===== config.mk =====
export PLATFORM = sky130hd
export DESIGN_NAME = stepper_cmd_core
export DESIGN_NICKNAME = d
export VERILOG_FILES = /design/src/hdl/stepper_cmd_pkg.sv /design/src/hdl/cmd_arg_collect.sv /design/src/hdl/step_rate_gen.sv /design/src/hdl/stepper_cmd_core.sv
export SDC_FILE = /design/constraint.sdc
export NUM_CORES = 1
export LEC_CHECK = 0
export ABC_CLOCK_PERIOD_IN_PS = 26800
export BUFFER_PORTS_ARGS = -buffer_cell sky130_fd_sc_hd__buf_2
export CORE_MARGIN = 3
export CORE_UTILIZATION = 50
export CTS_CLUSTER_SIZE = 16
export DETAILED_ROUTE_END_ITERATION = 12
export GPL_TIMING_DRIVEN = 0
export HOLD_SLACK_MARGIN = 0.15
export PLACE_DENSITY = 0.67
export SLEW_MARGIN = 20
export SYNTH_ARGS = -nofsm -noshare
export SYNTH_HDL_FRONTEND = slang
export SYNTH_SLANG_ARGS = --single-unit

===== constraint.sdc =====
create_clock -name sys_clk -period 26.8 [get_ports sys_clk]
set_input_delay 6.7 -clock sys_clk [delete_from_list [all_inputs] [get_ports sys_clk]]
set_output_delay 6.7 -clock sys_clk [all_outputs]
set_load 0.1 [all_outputs]

===== src/hdl/stepper_cmd_pkg.sv =====
// Shared constants for the stepper command interpreter: widths, command
// codes, status word layout, timing counts and the motion state type.
// Assumes a single 125 MHz system clock.
package stepper_cmd_pkg;
	localparam int CLK_MHZ       = 125;
	localparam int TICK_NS       = 250;
	localparam int TICK_CYCLES   = (TICK_NS * CLK_MHZ) / 1000;
	localparam int POS_W         = 22;
	localparam int SPD_W         = 20;
	localparam int ACC_W         = 12;
	localparam int FRAC_W        = 28;
	localparam int WARN_W        = 4;
	localparam int ARG_BYTES_DEF = 3;
	localparam int SLOW_RATE_SPS = 5;
	// Slow creep rate as a 0.28 step/tick value
	localparam logic [SPD_W-1:0] SLOW_SPEED = SPD_W'((64'(SLOW_RATE_SPS) * 64'(TICK_NS)
		* (64'h1 << FRAC_W)) / 64'd1000000000);

	// Command codes; DIR sits in bit 0, ACT in bit 3
	localparam logic [7:0] OP_NOP          = 8'h00;
	localparam logic [7:0] OP_MOVE_DIR     = 8'h68;
	localparam logic [7:0] OP_RUN_SWITCH   = 8'h82;
	localparam logic [7:0] OP_RELEASE_SW   = 8'h92;
	localparam logic [7:0] OP_GO_ZERO      = 8'h70;
	localparam logic [7:0] OP_GO_MARKER    = 8'h78;
	localparam logic [7:0] OP_POS_CLEAR    = 8'hD8;
	localparam logic [7:0] OP_REINIT       = 8'hC0;
	localparam logic [7:0] OP_DECEL_STOP   = 8'hB0;
	localparam logic [7:0] OP_ABRUPT_STOP  = 8'hB8;
	localparam logic [7:0] OP_DECEL_FLOAT  = 8'hA0;
	localparam logic [7:0] OP_IMM_FLOAT    = 8'hA8;
	localparam logic [7:0] OP_STATUS_READ  = 8'hD0;
	localparam logic [7:0] MASK_DIR        = 8'hFE;
	localparam logic [7:0] MASK_ACT_DIR    = 8'hF6;

	// Status word bit positions
	localparam int SB_HIZ    = 0;
	localparam int SB_BUSY_N = 1;
	localparam int SB_SW     = 2;
	localparam int SB_SW_EVT = 3;
	localparam int SB_DIR    = 4;
	localparam int SB_MOT    = 5;
	localparam int SB_REJ    = 7;
	localparam int SB_WRONG  = 8;
	localparam int SB_WARN   = 9;
	localparam int SB_ERR    = 13;

	localparam logic [1:0] MOT_STOP  = 2'h0;
	localparam logic [1:0] MOT_ACC   = 2'h1;
	localparam logic [1:0] MOT_DEC   = 2'h2;
	localparam logic [1:0] MOT_CONST = 2'h3;

	typedef enum logic [2:0] {
		MS_IDLE, MS_ABSOLUTE_MOVE, MS_UNTIL, MS_RELEASE, MS_DECEL, MS_DECEL_FLOAT
	} motion_state_t;
endpackage


===== src/hdl/cmd_arg_collect.sv =====
// Collects the argument bytes that follow a command byte, MSB first.
// Assumes byteValid is a one-cycle strobe per received byte.
`timescale 1ns/1ps
module cmd_arg_collect
	import stepper_cmd_pkg::*;
#(
	parameter int ARG_BYTES = ARG_BYTES_DEF
) (
	input  wire logic                   sys_clk,
	input  wire logic                   rst_n,
	input  wire logic                   clkEn,
	input  wire logic                   clr,
	input  wire logic                   start,
	input  wire logic [7:0]             opIn,
	input  wire logic                   byteValid,
	input  wire logic [7:0]             byteIn,
	output logic                        active,
	output logic                        done,
	output logic [7:0]                  op,
	output logic [8*ARG_BYTES-1:0]      value
);
	localparam int CW = $clog2(ARG_BYTES + 1);
	logic [CW-1:0] count_q;
	logic          take;

	assign take   = active && byteValid;
	assign active = count_q != '0;

	always_ff @(posedge sys_clk or negedge rst_n) begin
		if (!rst_n) begin
			count_q <= '0;
			done    <= 1'b0;
			op      <= 8'h00;
			value   <= '0;
		end else if (clkEn) begin
			done <= 1'b0;
			if (clr) begin
				count_q <= '0;
			end else if (start) begin
				count_q <= CW'(ARG_BYTES);
				op      <= opIn;
			end else if (take) begin
				value   <= {value[8*ARG_BYTES-9:0], byteIn};
				count_q <= count_q - 1'b1;
				done    <= count_q == CW'(1);
			end
		end
	end
endmodule


===== src/hdl/step_rate_gen.sv =====
// Speed ramp and step generator: speed in 0.28 step/tick, one tick
// every TICK_CYC clocks, a step on each phase accumulator carry.
`timescale 1ns/1ps
module step_rate_gen
	import stepper_cmd_pkg::*;
#(
	parameter int TICK_CYC = TICK_CYCLES
) (
	input  wire logic             sys_clk,
	input  wire logic             rst_n,
	input  wire logic             clkEn,
	input  wire logic             clr,
	input  wire logic             abrupt_stop,
	input  wire logic [SPD_W-1:0] targetSpeed,
	input  wire logic [ACC_W-1:0] accelStep,
	input  wire logic [ACC_W-1:0] decelStep,
	output logic      [SPD_W-1:0] speed,
	output logic                  stepTick,
	output logic                  stopped
);
	localparam int CNT_W = $clog2(TICK_CYC) + 1;
	logic [CNT_W-1:0]  tickCnt_q;
	logic [FRAC_W-1:0] phase_q;
	logic              tick;
	logic [SPD_W:0]    speedUp;
	logic [SPD_W:0]    floorDown;
	logic [SPD_W-1:0]  speed_d;
	logic [FRAC_W:0]   phaseSum;

	assign tick      = tickCnt_q == CNT_W'(TICK_CYC - 1);
	assign speedUp   = (SPD_W+1)'(speed) + (SPD_W+1)'(accelStep);
	assign floorDown = (SPD_W+1)'(targetSpeed) + (SPD_W+1)'(decelStep);
	assign speed_d   = (speed < targetSpeed)
		? ((speedUp > (SPD_W+1)'(targetSpeed)) ? targetSpeed : speedUp[SPD_W-1:0])
		: (((SPD_W+1)'(speed) > floorDown) ? speed - SPD_W'(decelStep) : targetSpeed);
	assign phaseSum  = (FRAC_W+1)'(phase_q) + (FRAC_W+1)'(speed);
	assign stopped   = speed == '0;

	always_ff @(posedge sys_clk or negedge rst_n) begin
		if (!rst_n) begin
			tickCnt_q <= '0;
			phase_q   <= '0;
			speed     <= '0;
			stepTick  <= 1'b0;
		end else if (clkEn) begin
			stepTick  <= 1'b0;
			tickCnt_q <= tick ? '0 : tickCnt_q + 1'b1;
			// Infinite deceleration: speed and phase drop at once
			if (clr || abrupt_stop) begin
				speed   <= '0;
				phase_q <= '0;
			end else if (tick) begin
				speed    <= speed_d;
				phase_q  <= phaseSum[FRAC_W-1:0];
				stepTick <= phaseSum[FRAC_W];
			end
		end
	end
endmodule


===== src/hdl/stepper_cmd_core.sv =====
// Stepper motion command interpreter: decodes received command bytes,
// runs positioning, switch homing, stop and float sequences, and
// answers status reads. Assumes a byte framer delivers rxByte with a
// one-cycle rxValid and shifts txByte out during the next byte.
`timescale 1ns/1ps
module stepper_cmd_core
	import stepper_cmd_pkg::*;
#(
	parameter int TICK_CYC  = TICK_CYCLES,
	parameter int ARG_BYTES = ARG_BYTES_DEF
) (
	input  wire logic              sys_clk,
	input  wire logic              rst_n,
	input  wire logic              clkEn,
	input  wire logic              rxValid,
	input  wire logic [7:0]        rxByte,
	input  wire logic              swClosed,
	input  wire logic              switchStopSelect,
	input  wire logic              lowSpeedOpt,
	input  wire logic [SPD_W-1:0]  maxSpeed,
	input  wire logic [SPD_W-1:0]  minSpeed,
	input  wire logic [ACC_W-1:0]  accelValue,
	input  wire logic [ACC_W-1:0]  decelerationRegister,
	input  wire logic [WARN_W-1:0] warnEvt,
	input  wire logic              faultEvt,
	output logic      [7:0]        txByte,
	output logic                   busyN,
	output logic                   commandRejectedFlag,
	output logic                   wrongCommandFlag,
	output logic                   highImpedanceFlag,
	output logic                   bridgeEnable,
	output logic                   stepPulse,
	output logic                   stepDir,
	output logic      [POS_W-1:0]  absolutePosition,
	output logic      [POS_W-1:0]  markPosition,
	output logic      [15:0]       statusWord
);
	motion_state_t state_q, state_d;
	logic              collecting, argDone;
	logic [7:0]        argOp;
	logic [8*ARG_BYTES-1:0] argValue;
	logic [SPD_W-1:0]  curSpeed, engineTarget, untilSpeed_q, untilSpeed_d;
	logic [SPD_W-1:0]  argSpeed, creepSpeed, relSpeed;
	logic              stepTick, stopped, busy;
	logic              cmdByte, opMoveDir, opUntil, opRelease, opZero, opMark;
	logic              opClear, opReinit, opSoftStop, opHardStop, opSoftFloat;
	logic              opHardFloat, opStatus, isKnown, unknownEvt, reinit;
	logic              argIsUntil, execMoveDir, execUntil, execRelease;
	logic              execGoZero, execGoMark, posRequest, rejectEvt, startPos;
	logic              softStopCmd, hardStopCmd, softFloatCmd, hardFloatCmd, statusCmd;
	logic [POS_W-1:0]  reqTarget, reqDiff, target_q, target_d, diff, remaining;
	logic [POS_W-1:0]  absPos_d, markPos_d, accelSteps_q, accelSteps_d;
	logic              reqDir, atTarget, nearEnd, dir_q, dir_d;
	logic              swPrev_q, swTurnOn, switchHit, releaseHit, swAction;
	logic              act_q, act_d, positionClear, markLoad, hardStopEvt, stepApply;
	logic              bridge_d, rej_d, wrong_d, err_q, err_d, swEvt_q, swEvt_d;
	logic [WARN_W-1:0] warn_q, warn_d;
	logic [1:0]        motStatus;
	logic [7:0]        respByte_q;
	logic              respPending_q;

	cmd_arg_collect #(
		.ARG_BYTES (ARG_BYTES)
	) u_args (
		.sys_clk   (sys_clk),
		.rst_n     (rst_n),
		.clkEn     (clkEn),
		.clr       (reinit),
		.start     (cmdByte && (opMoveDir || opUntil)),
		.opIn      (rxByte),
		.byteValid (rxValid),
		.byteIn    (rxByte),
		.active    (collecting),
		.done      (argDone),
		.op        (argOp),
		.value     (argValue)
	);

	step_rate_gen #(
		.TICK_CYC (TICK_CYC)
	) u_engine (
		.sys_clk     (sys_clk),
		.rst_n       (rst_n),
		.clkEn       (clkEn),
		.clr         (reinit),
		.abrupt_stop    (hardStopEvt),
		.targetSpeed (engineTarget),
		.accelStep   (accelValue),
		.decelStep   (decelerationRegister),
		.speed       (curSpeed),
		.stepTick    (stepTick),
		.stopped     (stopped)
	);

	assign cmdByte     = rxValid && !collecting;
	assign opMoveDir   = (rxByte & MASK_DIR) == OP_MOVE_DIR;
	assign opUntil     = (rxByte & MASK_ACT_DIR) == OP_RUN_SWITCH;
	assign opRelease   = (rxByte & MASK_ACT_DIR) == OP_RELEASE_SW;
	assign opZero      = rxByte == OP_GO_ZERO;
	assign opMark      = rxByte == OP_GO_MARKER;
	assign opClear     = rxByte == OP_POS_CLEAR;
	assign opReinit    = rxByte == OP_REINIT;
	assign opSoftStop  = rxByte == OP_DECEL_STOP;
	assign opHardStop  = rxByte == OP_ABRUPT_STOP;
	assign opSoftFloat = rxByte == OP_DECEL_FLOAT;
	assign opHardFloat = rxByte == OP_IMM_FLOAT;
	assign opStatus    = rxByte == OP_STATUS_READ;
	assign isKnown     = opMoveDir || opUntil || opRelease || opZero || opMark || opClear
		|| opReinit || opSoftStop || opHardStop || opSoftFloat || opHardFloat
		|| opStatus || (rxByte == OP_NOP);
	assign unknownEvt  = cmdByte && !isKnown;
	assign argIsUntil  = (argOp & MASK_ACT_DIR) == OP_RUN_SWITCH;

	assign reinit       = cmdByte && opReinit;
	assign softStopCmd  = cmdByte && opSoftStop;
	assign hardStopCmd  = cmdByte && opHardStop;
	assign softFloatCmd = cmdByte && opSoftFloat;
	assign hardFloatCmd = cmdByte && opHardFloat;
	assign statusCmd    = cmdByte && opStatus;
	assign execMoveDir  = argDone && !argIsUntil;
	assign execUntil    = argDone && argIsUntil;
	assign execRelease  = cmdByte && opRelease;
	assign execGoZero   = cmdByte && opZero;
	assign execGoMark   = cmdByte && opMark;

	// busy covers motion states and a turning motor
	assign busy  = (state_q != MS_IDLE) || !stopped;
	assign busyN = !busy;

	// position moves need an idle motor
	assign posRequest = execMoveDir || execGoZero || execGoMark;
	assign rejectEvt  = posRequest && busy;
	assign startPos   = posRequest && !busy;

	assign reqTarget = execMoveDir ? argValue[POS_W-1:0]
		: (execGoMark ? markPosition : '0);
	assign reqDiff   = reqTarget - absolutePosition;
	// bit 0 forces direction, otherwise shortest path
	assign reqDir    = execMoveDir ? argOp[0] : !reqDiff[POS_W-1];
	assign diff      = target_q - absolutePosition;
	assign remaining = dir_q ? diff : '0 - diff;
	assign atTarget  = remaining == '0;
	// Stop distance mirrors the ramp-up distance; exact only when acc equals dec
	assign nearEnd   = remaining <= accelSteps_q;

	// speed argument is the low bits of a 0.28 value
	assign argSpeed   = argValue[SPD_W-1:0];
	assign untilSpeed_d = reinit ? '0 : !execUntil ? untilSpeed_q
		: (argSpeed > maxSpeed) ? maxSpeed
		: (argSpeed < minSpeed) ? minSpeed : argSpeed;
	assign creepSpeed = (minSpeed < SLOW_SPEED) ? SLOW_SPEED : minSpeed;
	assign relSpeed   = lowSpeedOpt ? SLOW_SPEED : creepSpeed;

	// closing edge ends the homing run
	assign swTurnOn   = swClosed && !swPrev_q;
	assign switchHit  = (state_q == MS_UNTIL) && swTurnOn;
	// level, so an already open switch ends at once
	assign releaseHit = (state_q == MS_RELEASE) && !swClosed;
	assign swAction   = switchHit || releaseHit;
	// clear by command or by switch action with ACT clear
	assign positionClear = (cmdByte && opClear) || (swAction && !act_q);
	assign markLoad      = swAction && act_q;

	assign hardStopEvt = hardStopCmd || hardFloatCmd || faultEvt || reinit
		|| (switchHit && !switchStopSelect) || releaseHit
		|| ((state_q == MS_ABSOLUTE_MOVE) && atTarget);
	assign stepApply   = stepTick && bridgeEnable
		&& !((state_q == MS_ABSOLUTE_MOVE) && atTarget);

	assign absPos_d  = (reinit || positionClear) ? '0
		: !stepApply ? absolutePosition
		: (dir_q ? absolutePosition + 1'b1 : absolutePosition - 1'b1);
	assign markPos_d = reinit ? '0 : (markLoad ? absolutePosition : markPosition);
	assign target_d  = reinit ? '0 : (startPos ? reqTarget : target_q);
	assign act_d     = reinit ? 1'b0 : execUntil ? argOp[3]
		: execRelease ? rxByte[3] : act_q;
	assign dir_d     = reinit ? 1'b0 : startPos ? reqDir : execUntil ? argOp[0]
		: execRelease ? rxByte[0] : dir_q;
	assign accelSteps_d = (reinit || startPos) ? '0
		: (stepApply && (state_q == MS_ABSOLUTE_MOVE) && !nearEnd && (curSpeed < maxSpeed))
		? accelSteps_q + 1'b1 : accelSteps_q;

	always_comb begin
		engineTarget = '0;
		case (state_q)
			MS_ABSOLUTE_MOVE: begin
				engineTarget = nearEnd ? creepSpeed : maxSpeed;
			end
			MS_UNTIL: begin
				engineTarget = untilSpeed_q;
			end
			MS_RELEASE: begin
				engineTarget = relSpeed;
			end
			default: begin
				// ramp to zero with deceleration value
				engineTarget = '0;
			end
		endcase
	end

	always_comb begin
		state_d = state_q;
		case (state_q)
			MS_ABSOLUTE_MOVE: begin
				if (atTarget) state_d = MS_IDLE;
			end
			MS_UNTIL: begin
				// stop kind picked by switch stop select
				if (switchHit) state_d = switchStopSelect ? MS_DECEL : MS_IDLE;
			end
			MS_RELEASE: begin
				if (releaseHit) state_d = MS_IDLE;
			end
			MS_DECEL, MS_DECEL_FLOAT: begin
				if (stopped) state_d = MS_IDLE;
			end
			default: begin
				state_d = state_q;
			end
		endcase
		// stop and float commands override any motion
		if (reinit || faultEvt || hardStopCmd || hardFloatCmd) begin
			state_d = MS_IDLE;
		end else if (softStopCmd) begin
			state_d = highImpedanceFlag ? MS_IDLE : MS_DECEL;
		end else if (softFloatCmd) begin
			state_d = stopped ? MS_IDLE : MS_DECEL_FLOAT;
		end else if (execUntil) begin
			state_d = MS_UNTIL;
		end else if (execRelease) begin
			state_d = MS_RELEASE;
		end else if (startPos) begin
			state_d = MS_ABSOLUTE_MOVE;
		end
	end

	assign bridge_d = (reinit || faultEvt || hardFloatCmd || (softFloatCmd && stopped)
		|| ((state_q == MS_DECEL_FLOAT) && stopped)) ? 1'b0
		: (softStopCmd || hardStopCmd || execUntil || execRelease || startPos)
		? 1'b1 : bridgeEnable;
	assign highImpedanceFlag = !bridgeEnable;

	// status read clears flags, a same-cycle event still sets
	assign rej_d   = !reinit && (rejectEvt || (commandRejectedFlag && !statusCmd));
	assign wrong_d = !reinit && (unknownEvt || (wrongCommandFlag && !statusCmd));
	assign err_d   = !reinit && (faultEvt || (err_q && !statusCmd));
	assign swEvt_d = !reinit && (swTurnOn || (swEvt_q && !statusCmd));
	assign warn_d  = reinit ? '0 : warnEvt | (warn_q & ~{WARN_W{statusCmd}});

	assign motStatus = stopped ? MOT_STOP : (curSpeed < engineTarget) ? MOT_ACC
		: (curSpeed > engineTarget) ? MOT_DEC : MOT_CONST;

	always_comb begin
		statusWord                      = '0;
		statusWord[SB_HIZ]              = highImpedanceFlag;
		statusWord[SB_BUSY_N]           = busyN;
		statusWord[SB_SW]               = swClosed;
		statusWord[SB_SW_EVT]           = swEvt_q;
		statusWord[SB_DIR]              = dir_q;
		statusWord[SB_MOT +: 2]         = motStatus;
		statusWord[SB_REJ]              = commandRejectedFlag;
		statusWord[SB_WRONG]            = wrongCommandFlag;
		statusWord[SB_WARN +: WARN_W]   = warn_q;
		statusWord[SB_ERR]              = err_q;
	end

	always_ff @(posedge sys_clk or negedge rst_n) begin
		if (!rst_n) begin
			state_q             <= MS_IDLE;
			bridgeEnable        <= 1'b0;
			absolutePosition    <= '0;
			markPosition        <= '0;
			target_q            <= '0;
			accelSteps_q        <= '0;
			untilSpeed_q        <= '0;
			dir_q               <= 1'b0;
			act_q               <= 1'b0;
			swPrev_q            <= 1'b0;
		end else if (clkEn) begin
			state_q             <= state_d;
			bridgeEnable        <= bridge_d;
			absolutePosition    <= absPos_d;
			markPosition        <= markPos_d;
			target_q            <= target_d;
			accelSteps_q        <= accelSteps_d;
			untilSpeed_q        <= untilSpeed_d;
			dir_q               <= dir_d;
			act_q               <= act_d;
			swPrev_q            <= swClosed;
		end
	end

	always_ff @(posedge sys_clk or negedge rst_n) begin
		if (!rst_n) begin
			commandRejectedFlag <= 1'b0;
			wrongCommandFlag    <= 1'b0;
			err_q               <= 1'b0;
			swEvt_q             <= 1'b0;
			warn_q              <= '0;
			stepPulse           <= 1'b0;
		end else if (clkEn) begin
			commandRejectedFlag <= rej_d;
			wrongCommandFlag    <= wrong_d;
			err_q               <= err_d;
			swEvt_q             <= swEvt_d;
			warn_q              <= warn_d;
			stepPulse           <= stepApply;
		end
	end
	assign stepDir = dir_q;

	// high byte answers on the next exchange, low byte after
	// a fresh status read overwrites any pending byte
	always_ff @(posedge sys_clk or negedge rst_n) begin
		if (!rst_n) begin
			txByte        <= 8'h00;
			respByte_q    <= 8'h00;
			respPending_q <= 1'b0;
		end else if (clkEn) begin
			if (statusCmd) begin
				txByte        <= statusWord[15:8];
				respByte_q    <= statusWord[7:0];
				respPending_q <= 1'b1;
			end else if (rxValid) begin
				txByte        <= respPending_q ? respByte_q : 8'h00;
				respPending_q <= 1'b0;
			end
		end
	end
endmodule


==> reports/results.ini <==
[sta]
setup_violations = 0
slew_viol_final = 0
rsz0062_at_grt = false
slew_headroom_pct = 23.3
finalHoldViolations = 0
fmaxAchievable_mhz = 51.2
hold-worst-slack_ns = 0.481
finalSetupTns_ns = 0
fin_skew_ns = 0.0155
worst-slew-pin-transition_ns = 1.14
finalCriticalPeriod_ns = 19.54
fin_crit_sh_pct = 72.9

[setup_path]
critical_path_class = input port to output port
path_cells = buf_2 -> nor4_1 -> nand2_1 -> nor4_1 -> and2_1 -> clkbuf_1 -> or2_2 -> clkbuf_1 -> nor2_1 -> a22oi_1 -> o21ai_0 -> inv_1 -> ha_1 -> a21o_1 -> a21o_1 -> a21o_1 -> a21o_1 -> a21oi_1 -> o21ai_0 -> a211o_1 -> clkbuf_1 -> clkbuf_1 -> a21oi_1 -> buf_2
cp_top_family = buffers and inverters
critPathCaptureType = output port
critPathMaxStageDelay_ns = 0.70
critPathRequiredTime_ns = 20.10
cp_max_fo = 10
path_buf_inv = 7
crit_start = minSpeed[12]
cp_data_arrival_time_ns = 12.84
reg2reg_from = absolutePosition[0]
critPathSlowestCell = nor4_1
critical_path_depth = 24
crit_path_start_kind = input port
r2r_slack_ns = 13.15
r2r-end = u_engine.speed[8]
r2r_cells = 48

[global_routing]
grt_first_pass_wirelength_mm = 108
overflow = 0
grt_pass1_vias = 19300
antenna_found_initial = 1
grt_max_degree = 95
track_usage_pct = 30.7

[die]
die_height_um = 209
io_pins = 159
die_w_um = 209
die_area_um2 = 43600
start_util_pct = 51.1
rows = 73
core_area_um2 = 40200

[route]
dr.first_iter.drc_count = 1548
finalWirelength_mm = 69.1
firstDrtPassIters = 7
top_layer = met4
drc = 0
post_drt_wl_per_cell_um = 22.3
met2_length_mm = 32.8
ant_nets = 0
wl_met3_mm = 4.13
avgViaCountPerCell = 6.30
wl_met1_mm = 28.7
vias = 19500

[clock_tree]
cts_buffers = 28
cts_tree = yes
cts_resized = 0
post_cts_buffers = 0
insertion_delay_ns = 0.57
h-tree-depth = 1
cts-root-buf = clkbuf_16
max-clock-path-buffers = 3
clock_sinks = 229
path_clk_slew_ns = 0.06
ctsHoldBuffers = 0

[final_layout]
utilization_pct = 57.6
layout-drive-gt1-share_pct = 11.7
syn2layout_area_growth_pct = 12.6
multi_input_area_um2 = 13800
nets = 2896
final_area_um2 = 23100
ff_latch_area_um2 = 5730
fillCellCount = 3643

[place]
dpl_cell_area_um2 = 22100
hpwl_mm = 53.9
finalWeightedCongestion = 0.968
port_buffers = 153

[logic_synthesis]
synth_edf_count = 0
ys_warn_count = 0
synth_ff_type = dfrtp_1
yosysUniqueCellTypes = 86
ys_seq_area_share_pct = 27.9
synth_area_um2 = 20600
syn_inst = 2352
synth_area_per_cell_um2 = 8.74
ys_ff_latch = 229
ys_async_sr_fraction_pct = 100

[power_and_ir_drop]
clkPwrFrac_pct = 13.8
p_per_area_nw_per_um2 = 135
p_sw_share_pct = 53.1
combPwrFrac_pct = 70.8
p_seq_share_pct = 15.5
leakagePower_nw = 11.5
cellInternalPower_w = 0.00146
power_w = 0.00312
power.switching_w = 0.00165
ir_drop_mv = 0.162

[min_path]
min_path_cells = 2
min_to = txByte[1]
hold_path.class = register to register
hp-start = txByte[1]

[status]
status = complete, no violations

[run]
drv_cap = 0

-- metal layers --
| layer | track usage (%) | up-vias |
|---|---|---|
| met5 | 0 | - |
| met4 | 13.4 | 0 |
| met3 | 3.38 | 163 |
| met2 | 52.3 | 680 |
| met1 | 39.4 | 9484 |
| li1 | - | 9156 |
-- Yosys cell counts, types with 22 or more instances --
cell	instances	area [um2]
nor2b_1	31	194
nand3_1	56	280
dfrtp_1	229	5730
nor3_1	60	300
nand4_1	44	275
a21oi_1	146	731
o21a_1	22	165
ha_1	263	3290
nor2_1	132	495
nand2_1	150	563
xor2_1	42	368
and3_1	28	175
xnor2_1	85	744
mux2_2	34	383
o21ai_0	132	661
mux2i_1	23	230
a22o_1	111	972
inv_1	172	646
a22oi_1	28	210
nand2b_1	27	169
clkbuf_1	78	293
a21o_1	76	571
-- flip-flops by register name, indices dropped and copies added (netlist names), 2 cells and up --
name	count
target_q	22
accelSteps_q	22
absolutePosition	22
untilSpeed_q	20
markPosition	22
u_args.count_q	2
u_engine.phase_q	28
u_engine.tickCnt_q	6
warn_q	4
u_args.value	22
u_args.op	8
txByte	8
state_q	3
respByte_q	8
u_engine.speed	20
-- tightest hold or removal path: stages (launching register included) --
cell and delay (ns):
dfrtp_1 0.34, nand2_1 0.05, o21ai_0 0.06
-- final cells by class --
type	instances	area share (%)
inverter	172	2.79
buffer	101	1.95
multi-input combinational	1851	59.4
clock inverter	10	0.768
tap	525	2.84
clock buffer	42	3.74
antenna	3	0.0324
sequential	229	24.8
timing repair buffer	160	3.70
-- cell usage in the layout, fill, tap and decap left out, types with 31 or more instances in the layout --
cell	instances
a21o_1	76
dfrtp_1	229
buf_2	160
xor2_1	42
inv_1	172
mux2_2	34
nor2b_1	31
xnor2_1	85
a21oi_1	146
ha_1	263
nand4_1	44
nand2_1	150
o21ai_0	132
nor2_1	132
nor3_1	59
clkbuf_1	81
a22o_1	111
nand3_1	56
-- worst max-delay path by stage --
stage,endpoint
after CTS,statusWord[5]
after floorplan,statusWord[5]
after global placement,statusWord[6]
after detailed placement,statusWord[5]
after global routing,statusWord[5]
final,statusWord[5]
-- metrics by stage --
stage,setup slack [ns],std cells
detailed placement,7.34,3036
CTS,7.32,3088
finish,7.26,3093
global placement,7.29,3031
global route,6.96,3091
floorplan,8.55,2353
-- cells by family after synthesis --
group                      after synthesis  synth area share [%]
and+or+nand+nor                        646                  16.0
other                                    1                0.0182
AOI/OAI and AO/OA                      750                  25.8
muxes                                   57                  2.98
xor gates and xnor gates               127                  5.41
DFF                                    229                  27.9
buffers and inverters                  273                  5.33
adders and majority gates              269                  16.6
-- power groups by stage --
stage          clock, W  combinational, W  sequential, W
2_1_floorplan         0           0.00159       0.000488
3_3_place_gp          0           0.00212       0.000484
3_5_place_dp          0           0.00216       0.000485
4_1_cts        0.000435           0.00218       0.000480
5_1_grt        0.000447           0.00243       0.000486
6_report       0.000429           0.00220       0.000482
No activity file was read; power rests on OpenSTA's default activity.
